--- src/rtl/lpd_map.vh ---
`ifndef LPD_MAP_VH
`define LPD_MAP_VH

// ----------------------------------------------------------------
// Command opcodes
// ----------------------------------------------------------------
`define LPD_OP_OSC_HI 8'hE4
`define LPD_OP_OSC_LO 8'hE5
`define LPD_OP_MODE_NORMAL 8'h82
`define LPD_OP_MODE_PARTIAL 8'h83
`define LPD_OP_NLINE_RELEASE 8'h84
`define LPD_OP_NLINE_PREFIX 8'h85
`define LPD_OP_START_PREFIX 8'hD3
// Upper five bits shared by a group, low three carry the value
`define LPD_GRP_DUTY 5'b0_0110
`define LPD_GRP_BIAS 5'b0_0111

// ----------------------------------------------------------------
// Field positions
// ----------------------------------------------------------------
`define LPD_GRP_HI 7
`define LPD_GRP_LO 3
`define LPD_CODE_HI 2
`define LPD_START_HI 5
`define LPD_NLINE_HI 4

// ----------------------------------------------------------------
// Code limits
// ----------------------------------------------------------------
`define LPD_DUTY_LAST 3'h4
`define LPD_BIAS_LAST 3'h5
`define LPD_DUTY_1_17 3'h1

// ----------------------------------------------------------------
// Reset values
// ----------------------------------------------------------------
`define LPD_RST_OSC_LOW 1'b0
`define LPD_RST_PARTIAL 1'b0
`define LPD_RST_DUTY 3'h4
`define LPD_RST_BIAS 3'h4
`define LPD_RST_START 6'h00
`define LPD_RST_NLINE_EN 1'b0
`define LPD_RST_NLINE_CNT 5'h00
`define LPD_RST_PIN_SYNC 2'h0

`endif

--- src/rtl/lpd_decoder.v ---
`timescale 1ns/10ps
`include "lpd_map.vh"

// Functional notes
// - E4h higher oscillator, E5h lower oscillator
// - 82h normal mode, 83h partial mode
// - Normal mode: pin duty, ordinary bias
// - Partial mode: loaded partial duty and bias
// - Duty codes 0-4 valid, 5-7 ignored
// - Partial duty/bias ignored in normal mode
// - Duty write also sets matching partial bias
// - Duty above pin maximum held at maximum
// - Bias codes 0-5 valid, 6-7 ignored
// - Commons outside partial area get non-select
// - Start line from low six bits
// - Start beyond pin maximum becomes zero
// - Inversion every low-five-bits plus one lines
// - Inversion applies only after count loaded
// - Duty 1/9 or 1/17 cancels inversion
// - 84h releases inversion to frame inversion
module lpd_decoder (
   input wire clk,
   input wire rst_n,
   input wire cmd_wr_stb,
   input wire command_data_select,
   input wire [7:0] cmd_byte,
   input wire max_duty_select_pin_lo,
   input wire max_duty_select_pin_hi,
   input wire [2:0] normal_bias_code,
   input wire [5:0] scan_line,
   output reg osc_freq_low,
   output reg partial_mode,
   output reg [2:0] display_duty_code,
   output reg [6:0] display_lines,
   output reg [2:0] display_bias_code,
   output reg [5:0] partial_start_line,
   output reg nline_inv_active,
   output reg [4:0] nline_inv_count,
   output reg com_nonselect,
   output reg value_pending
);

   // ----------------------------------------------------------------
   // Prefix tracker states
   // ----------------------------------------------------------------
   localparam ST_IDLE = 2'b00;
   localparam ST_START_VAL = 2'b01;
   localparam ST_NLINE_VAL = 2'b10;

   // ----------------------------------------------------------------
   // Declarations
   // ----------------------------------------------------------------
   wire [1:0] duty_pins;
   wire [2:0] pin_max_code;
   wire [2:0] duty_clamped;
   wire [6:0] pin_max_lines;
   wire [2:0] req_code;
   wire cmd_write;
   reg [1:0] state;
   reg [1:0] next_state;
   reg [2:0] part_duty;
   reg [2:0] part_bias;
   reg [5:0] start_raw;
   reg nline_loaded;
   reg [4:0] nline_cnt;
   reg [2:0] eff_duty;
   reg [6:0] eff_lines;
   reg [2:0] eff_bias;
   reg [5:0] eff_start;
   reg eff_nline;
   reg [6:0] area_end;
   reg eff_nonselect;
   reg below_area;
   reg above_area;
   wire op_osc_hi;
   wire op_osc_lo;
   wire op_mode_normal;
   wire op_mode_partial;
   wire op_release;
   wire op_start_prefix;
   wire op_nline_prefix;
   wire op_duty;
   wire op_bias;
   wire duty_code_ok;
   wire bias_code_ok;
   wire take_start;
   wire take_nline;

   // ----------------------------------------------------------------
   // Helper functions
   // ----------------------------------------------------------------
   // Bias that pairs with each partial duty
   function [2:0] bias_for_duty;
      input [2:0] code;
      begin
         case (code)
            3'h0: bias_for_duty = 3'h0;
            3'h1: bias_for_duty = 3'h1;
            3'h2: bias_for_duty = 3'h2;
            3'h3: bias_for_duty = 3'h3;
            default: bias_for_duty = 3'h4;
         endcase
      end
   endfunction

   function is_group;
      input [7:0] byte_in;
      input [4:0] grp;
      begin
         is_group = (byte_in[`LPD_GRP_HI:`LPD_GRP_LO] == grp);
      end
   endfunction

   function [6:0] lines_of;
      input [2:0] code;
      begin
         case (code)
            3'h0: lines_of = 7'h08;
            3'h1: lines_of = 7'h10;
            3'h2: lines_of = 7'h20;
            3'h3: lines_of = 7'h30;
            default: lines_of = 7'h40;
         endcase
      end
   endfunction

   // ----------------------------------------------------------------
   // Strap pins and duty limit
   // ----------------------------------------------------------------
   // Straps come from pads, so they cross into the clock domain
   lpd_pin_sync #(
      .WIDTH(2)
   ) u_pin_sync (
      .clk(clk),
      .rst_n(rst_n),
      .pin({max_duty_select_pin_hi, max_duty_select_pin_lo}),
      .level(duty_pins)
   );

   assign req_code = cmd_byte[`LPD_CODE_HI:0];

   lpd_duty_limit u_duty_limit (
      .duty_pins(duty_pins),
      .req_code(req_code),
      .max_code(pin_max_code),
      .clamped_code(duty_clamped),
      .max_lines(pin_max_lines)
   );

   // ----------------------------------------------------------------
   // Command qualification
   // ----------------------------------------------------------------
   // Data writes (select high) belong to the RAM path
   assign cmd_write = cmd_wr_stb & ~command_data_select;

   // ----------------------------------------------------------------
   // Command decode
   // ----------------------------------------------------------------
   // Opcodes only count outside a pending pair, so a value byte that
   // happens to look like an opcode is never acted on as one
   assign op_osc_hi = (state == ST_IDLE) && (cmd_byte == `LPD_OP_OSC_HI);
   assign op_osc_lo = (state == ST_IDLE) && (cmd_byte == `LPD_OP_OSC_LO);
   assign op_mode_normal = (state == ST_IDLE) && (cmd_byte == `LPD_OP_MODE_NORMAL);
   assign op_mode_partial = (state == ST_IDLE) && (cmd_byte == `LPD_OP_MODE_PARTIAL);
   assign op_release = (state == ST_IDLE) && (cmd_byte == `LPD_OP_NLINE_RELEASE);
   assign op_start_prefix = (state == ST_IDLE) && (cmd_byte == `LPD_OP_START_PREFIX);
   assign op_nline_prefix = (state == ST_IDLE) && (cmd_byte == `LPD_OP_NLINE_PREFIX);
   assign op_duty = (state == ST_IDLE) && is_group(cmd_byte, `LPD_GRP_DUTY);
   assign op_bias = (state == ST_IDLE) && is_group(cmd_byte, `LPD_GRP_BIAS);

   // Reserved codes are dropped rather than clamped
   assign duty_code_ok = (req_code <= `LPD_DUTY_LAST);
   assign bias_code_ok = (req_code <= `LPD_BIAS_LAST);

   assign take_start = (state == ST_START_VAL);
   assign take_nline = (state == ST_NLINE_VAL);

   // ----------------------------------------------------------------
   // Prefix tracker
   // ----------------------------------------------------------------
   always @* begin
      next_state = state;
      if (cmd_write) begin
         case (state)
            ST_IDLE: begin
               if (cmd_byte == `LPD_OP_START_PREFIX) begin
                  next_state = ST_START_VAL;
               end else if (cmd_byte == `LPD_OP_NLINE_PREFIX) begin
                  next_state = ST_NLINE_VAL;
               end
            end
            default: begin
               next_state = ST_IDLE;
            end
         endcase
      end
   end

   always @(posedge clk) begin
      if (!rst_n) begin
         state <= ST_IDLE;
      end else begin
         state <= next_state;
      end
   end

   // ----------------------------------------------------------------
   // Setting registers
   // ----------------------------------------------------------------
   always @(posedge clk) begin
      if (!rst_n) begin
         osc_freq_low <= `LPD_RST_OSC_LOW;
         partial_mode <= `LPD_RST_PARTIAL;
         part_duty <= `LPD_RST_DUTY;
         part_bias <= `LPD_RST_BIAS;
         start_raw <= `LPD_RST_START;
         nline_loaded <= `LPD_RST_NLINE_EN;
         nline_cnt <= `LPD_RST_NLINE_CNT;
      end else if (cmd_write) begin
         if (take_start) begin
            // Upper two bits are don't-care
            start_raw <= cmd_byte[`LPD_START_HI:0];
         end else if (take_nline) begin
            nline_cnt <= cmd_byte[`LPD_NLINE_HI:0];
            nline_loaded <= 1'b1;
         end else if (op_osc_hi) begin
            osc_freq_low <= 1'b0;
         end else if (op_osc_lo) begin
            osc_freq_low <= 1'b1;
         end else if (op_mode_normal) begin
            partial_mode <= 1'b0;
         end else if (op_mode_partial) begin
            partial_mode <= 1'b1;
         end else if (op_release) begin
            nline_loaded <= 1'b0;
         end else if (op_duty) begin
            // Reserved codes and normal mode leave everything as is
            if (partial_mode && duty_code_ok) begin
               part_duty <= duty_clamped;
               part_bias <= bias_for_duty(duty_clamped);
            end
         end else if (op_bias) begin
            if (partial_mode && bias_code_ok) begin
               part_bias <= req_code;
            end
         end
      end
   end

   // ----------------------------------------------------------------
   // Effective display settings
   // ----------------------------------------------------------------
   // The straps may move after a duty was stored, so clamp again here
   always @* begin
      if (partial_mode) begin
         eff_duty = (part_duty > pin_max_code) ? pin_max_code : part_duty;
         eff_bias = part_bias;
      end else begin
         eff_duty = pin_max_code;
         eff_bias = normal_bias_code;
      end
      eff_lines = lines_of(eff_duty);
      if ({1'b0, start_raw} >= pin_max_lines) begin
         eff_start = 6'h00;
      end else begin
         eff_start = start_raw;
      end
      // Short partial duties fall back to frame inversion
      eff_nline = nline_loaded & ~(partial_mode & (eff_duty <= `LPD_DUTY_1_17));
      area_end = {1'b0, eff_start} + eff_lines;
      // Lines past the window wrap is not modelled; area ends at line 63
      below_area = ({1'b0, scan_line} < {1'b0, eff_start});
      above_area = ({1'b0, scan_line} >= area_end);
      eff_nonselect = partial_mode & (below_area | above_area);
   end

   // ----------------------------------------------------------------
   // Output registers
   // ----------------------------------------------------------------
   always @(posedge clk) begin
      if (!rst_n) begin
         display_duty_code <= `LPD_RST_DUTY;
         display_lines <= 7'h40;
         display_bias_code <= `LPD_RST_BIAS;
         partial_start_line <= `LPD_RST_START;
         nline_inv_active <= `LPD_RST_NLINE_EN;
         nline_inv_count <= `LPD_RST_NLINE_CNT;
         com_nonselect <= 1'b0;
         value_pending <= 1'b0;
      end else begin
         display_duty_code <= eff_duty;
         display_lines <= eff_lines;
         display_bias_code <= eff_bias;
         partial_start_line <= partial_mode ? eff_start : 6'h00;
         nline_inv_active <= eff_nline;
         nline_inv_count <= nline_cnt;
         com_nonselect <= eff_nonselect;
         value_pending <= (next_state != ST_IDLE);
      end
   end

endmodule // lpd_decoder

--- src/rtl/lpd_pin_sync.v ---
`timescale 1ns/10ps
// ----------------------------------------------------------------
// Three-stage pin synchroniser, change accepted once stages 2 and 3 agree
// ----------------------------------------------------------------
module lpd_pin_sync #(
   parameter WIDTH = 2
) (
   input wire clk,
   input wire rst_n,
   input wire [WIDTH-1:0] pin,
   output wire [WIDTH-1:0] level
);
   reg [WIDTH-1:0] stage1;
   reg [WIDTH-1:0] stage2;
   reg [WIDTH-1:0] stage3;
   reg [WIDTH-1:0] stable;
   genvar i;

   generate
      for (i = 0; i < WIDTH; i = i + 1) begin : g_bit
         always @(posedge clk) begin
            if (!rst_n) begin
               stage1[i] <= 1'b0;
               stage2[i] <= 1'b0;
               stage3[i] <= 1'b0;
               stable[i] <= 1'b0;
            end else begin
               stage1[i] <= pin[i];
               stage2[i] <= stage1[i];
               stage3[i] <= stage2[i];
               if (stage2[i] == stage3[i]) begin
                  stable[i] <= stage3[i];
               end
            end
         end
      end
   endgenerate

   assign level = stable;
endmodule // lpd_pin_sync

--- src/rtl/lpd_duty_limit.v ---
`timescale 1ns/10ps
`include "lpd_map.vh"
// ----------------------------------------------------------------
// Maximum duty from the strap pins and the lines each duty scans
// ----------------------------------------------------------------
module lpd_duty_limit (
   input wire [1:0] duty_pins,
   input wire [2:0] req_code,
   output wire [2:0] max_code,
   output wire [2:0] clamped_code,
   output wire [6:0] max_lines
);
   function [6:0] lines_of;
      input [2:0] code;
      begin
         case (code)
            3'h0: lines_of = 7'h08;
            3'h1: lines_of = 7'h10;
            3'h2: lines_of = 7'h20;
            3'h3: lines_of = 7'h30;
            default: lines_of = 7'h40;
         endcase
      end
   endfunction

   // Pins 00 -> 1/33, 01 -> 1/49, 10 and 11 -> 1/65
   assign max_code = (duty_pins == 2'h0) ? 3'h2 : ((duty_pins == 2'h1) ? 3'h3 : `LPD_DUTY_LAST);
   assign clamped_code = (req_code > max_code) ? max_code : req_code;
   assign max_lines = lines_of(max_code);
endmodule // lpd_duty_limit

--- config.mk ---
export PLATFORM = sky130hd
export DESIGN_NAME = lpd_decoder
export DESIGN_NICKNAME = d
export VERILOG_FILES = /design/src/rtl/lpd_decoder.v /design/src/rtl/lpd_pin_sync.v /design/src/rtl/lpd_duty_limit.v
export VERILOG_INCLUDE_DIRS = /design/src /design/src/rtl
export SDC_FILE = /design/constraint.sdc
export NUM_CORES = 1
export LEC_CHECK = 0
export ABC_AREA = 1
export BUFFER_PORTS_ARGS = -buffer_cell sky130_fd_sc_hd__buf_2
export CORE_MARGIN = 2
export CORE_UTILIZATION = 30
export CTS_BUF_LIST = sky130_fd_sc_hd__clkbuf_8
export DETAILED_ROUTE_END_ITERATION = 10
export GPL_ROUTABILITY_DRIVEN = 0
export SYNTH_ARGS = -nofsm -noshare
export SYNTH_HDL_FRONTEND = slang
export SYNTH_SLANG_ARGS = --single-unit
--- constraint.sdc ---
create_clock -name clk -period 5.59 [get_ports clk]
set_input_delay 0.8385 -clock clk [delete_from_list [all_inputs] [get_ports clk]]
set_output_delay 0.8385 -clock clk [all_outputs]
set_load 0.02 [all_outputs]
==> out/qor.yml <==
drv_cap: 0
synthCells: 371
die_x_um: 99.4
ios: 52
cts.repair.resized: 0
area_growth_pct: 16.8
syn_area_per_cell_um2: 7.36
ys_warn_count: 0
row_count: 34
port_buffers: 48
hold_slack_ns: 0.421
nNetsFinal: 461
post_cts_buffers: 0
final-hold-violation-count: 0
wl_per_cell_um: 11.9
cts_tree: "done"
period_minus_slack_ns: 3.66
cts.sinks: 54
synth-seq-cells: 54
antenna_found_initial: 0
drtIter0Drc: 115
hp-class: "register to register"
drt-total-wl_mm: 6.21
cts_buffer_depth: 2
finalMaxSlewViolations: 0
cts_buffers: 5
synthTopCellsByArea: "dfxtp_1 40%, nand2_1 10%, ha_1 10%, inv_1 8.0%, nor2_1 6.0%"
finalSetupViolCount: 0
async_flop_share_pct: 0
holdBufCountCts: 0
cp_max_fo: 11
place_ws_ns: 1.97
synthFlopType: "dfxtp_1"
switching_power_w: 0.000175
worstSetupEndpointType: "register"
yosysTopAreaCell: "dfxtp_1"
cts_root_buf: "clkbuf_8"
core_um2: 8760
die_h_um: 99.4
drive_gt1_share_pct: 17.3
tightest_slew_ns: 0.632
antenna_cells: 0
p_seq_share_pct: 50.4
vdd.ir_drop.worst_v: 0.000142
combPwrFrac_pct: 7.8
outcome: "finished clean"
postRouteAntennaNets: 0
grt_overflow: 0
dp_hpwl_mm: 4.68
grt_pass1_wl_mm: 10.3
fin_ws_ns: 1.93
fill_cells: 926
clkLatencyLatePin_ns: 0.31
required_ns: 5.78
post-synth-top-area-fraction_pct: 39.6
p_sw_share_pct: 22.5
arrival_ns: 3.85
ys_types: 37
tns_ns: 0
dieArea_um2: 9880
initial_core_util_pct: 31.2
p_clk_share_pct: 41.8
dr.pass1.iters: 4
crit_type: "register to register"
fin_crit_sh_pct: 65.5
post_dp_cell_area_um2: 3050
max_freq_ghz: 0.273
seq_area_frac_synth_pct: 39.6
internal_power_w: 0.000601
fin_area_um2: 3190
power_density_nw_per_um2: 243
clock-skew-final_ns: 0.0131
p_leak_nw: 1.62
rsz0062_at_grt: "no"
path_clk_slew_ns: 0.10
grt_usage_pct: 12.9
vias: 2422
netlist_area_um2: 2730
cp-start-kind: "register"
drc: 0
viasPerCell: 4.62
htree_num_levels: 2
relSlewSlack_pct: 57.4
grt_max_degree: 35
grt_pass1_vias: 2259
synth-edff-count: 0
## placed cells by master, fill, tap and decap left out, drive strengths merged
| cell | Yosys | routed |
|---|---|---|
| a21o | 1 | 1 |
| a21oi | 24 | 24 |
| a22oi | 5 | 5 |
| a31oi | 1 | 1 |
| and2 | 1 | 1 |
| and3 | 1 | 1 |
| buf | 6 | 48 |
| bufinv | 0 | 2 |
| clkbuf | 7 | 6 |
| clkinv | 1 | 1 |
| conb | 1 | 3 |
| dfxtp | 54 | 54 |
| fa | 1 | 1 |
| ha | 22 | 22 |
| inv | 59 | 59 |
| nand2 | 77 | 77 |
| nand3 | 19 | 19 |
| nand3b | 1 | 1 |
| nand4 | 8 | 8 |
| nor2 | 47 | 47 |
| nor3 | 9 | 9 |
| o211ai | 4 | 4 |
| o21ai | 18 | 18 |
| o21bai | 1 | 1 |
| o221a | 1 | 1 |
| or2 | 1 | 1 |
| xor2 | 1 | 1 |
## power groups by stage
stage	clock [W]	combinational, W	sequential, W
3_3_place_gp	0	0.0000597	0.000399
6_report	0.000324	0.0000608	0.000391
3_5_place_dp	0	0.0000604	0.000399
2_1_floorplan	0	0.0000375	0.000403
4_1_cts	0.000331	0.0000610	0.000391
5_1_grt	0.000350	0.0000678	0.000391
## area by class of cell
| cell class | count | area (µm²) | share of cell area, % |
|---|---|---|---|
| Tap cell | 108 | 135 | 4.24 |
| Inverter | 60 | 226 | 7.10 |
| Sequential cell | 54 | 1080 | 33.9 |
| Multi-Input combinational cell | 246 | 1360 | 42.8 |
| Timing Repair Buffer | 48 | 240 | 7.53 |
| Clock inverter | 2 | 60.1 | 1.88 |
| Clock buffer | 6 | 82.6 | 2.59 |
## flip-flops by register name, summed over array words and instances, names as in the netlist, 2 cells and up
name,flops
u_pin_sync.stage1,2
u_pin_sync.stage3,2
display_bias_code,3
u_pin_sync.level,2
part_bias,3
display_duty_code,3
state,2
partial_start_line,6
nline_inv_count,5
start_raw,6
u_pin_sync.stage2,2
display_lines,4
part_duty,3
nline_cnt,5
## per-stage QoR
| step | util [%] | cells | power, W |
|---|---|---|---|
| after global routing | 36.4 | 524 | 0.000809 |
| after CTS | 36.4 | 524 | 0.000783 |
| after detailed placement | 34.8 | 516 | 0.000460 |
| final | 36.4 | 524 | 0.000775 |
| after global placement | 34.8 | 516 | 0.000459 |
| after floorplan | - | 373 | 0.000440 |
## kinds of logic (layout without fill, tap and decap cells)
| family | Yosys count | in the layout | share of synthesized area [%] |
|---|---|---|---|
| DFF | 54 | 54 | 39.6 |
| adders and majority gates | 23 | 23 | 10.8 |
| other | 1 | 3 | 0.137 |
| xor gates and xnor gates | 1 | 1 | 0.321 |
| AOI/OAI and AO/OA | 55 | 55 | 11.6 |
| and+or+nand+nor | 164 | 164 | 26.8 |
| buffers and inverters | 73 | 116 | 10.8 |
## metal layers
metal / global-route usage, % / routed length (µm) / part of all wire, % / up-vias
met5: 0 / 0 / 0 / -
met2: 21.0 / 2770 / 45 / 67
met1: 16.6 / 2910 / 47 / 1076
met4: 4.95 / 150 / 2.4 / 0
met3: 3.02 / 381 / 6.1 / 14
li1: - / - / - / 1265
## critical path, cell delays in order (launching register included)
cell      delay [ns]
dfxtp_1         0.55
inv_1           0.20
ha_1            0.36
nand3b_1        0.10
nand3_1         0.14
o21ai_2         0.09
o21ai_0         0.37
inv_1           0.11
nor2_1          0.13
ha_1            0.17
inv_1           0.06
fa_1            0.45
ha_1            0.31
a21o_1          0.16
a21oi_1         0.12
nand2_1         0.07
nand3_1         0.08
a21oi_1         0.06
## synth_stat cells (all sizes together), types with 4 or more instances
master  number
nor3         9
nand3       19
buf          6
inv         59
nand4        8
nor2        47
nand2       77
ha          22
a21oi       24
clkbuf       7
o211ai       4
o21ai       18
a22oi        5
dfxtp       54
## worst paths after layout
| path | from | end | slack [ns] | depth (start not counted) |
|---|---|---|---|---|
| hold / removal | u_pin_sync.stage1[0] | u_pin_sync.stage2[0] | 0.42 | 2 |
| setup / recovery | u_pin_sync.level[1] | com_nonselect | 1.93 | 17 |
| hold reg to reg | u_pin_sync.stage1[0] | u_pin_sync.stage2[0] | 0.42 | 2 |
| setup reg to reg | u_pin_sync.level[1] | com_nonselect | 1.93 | 17 |
(Power assumes the default switching activity.)
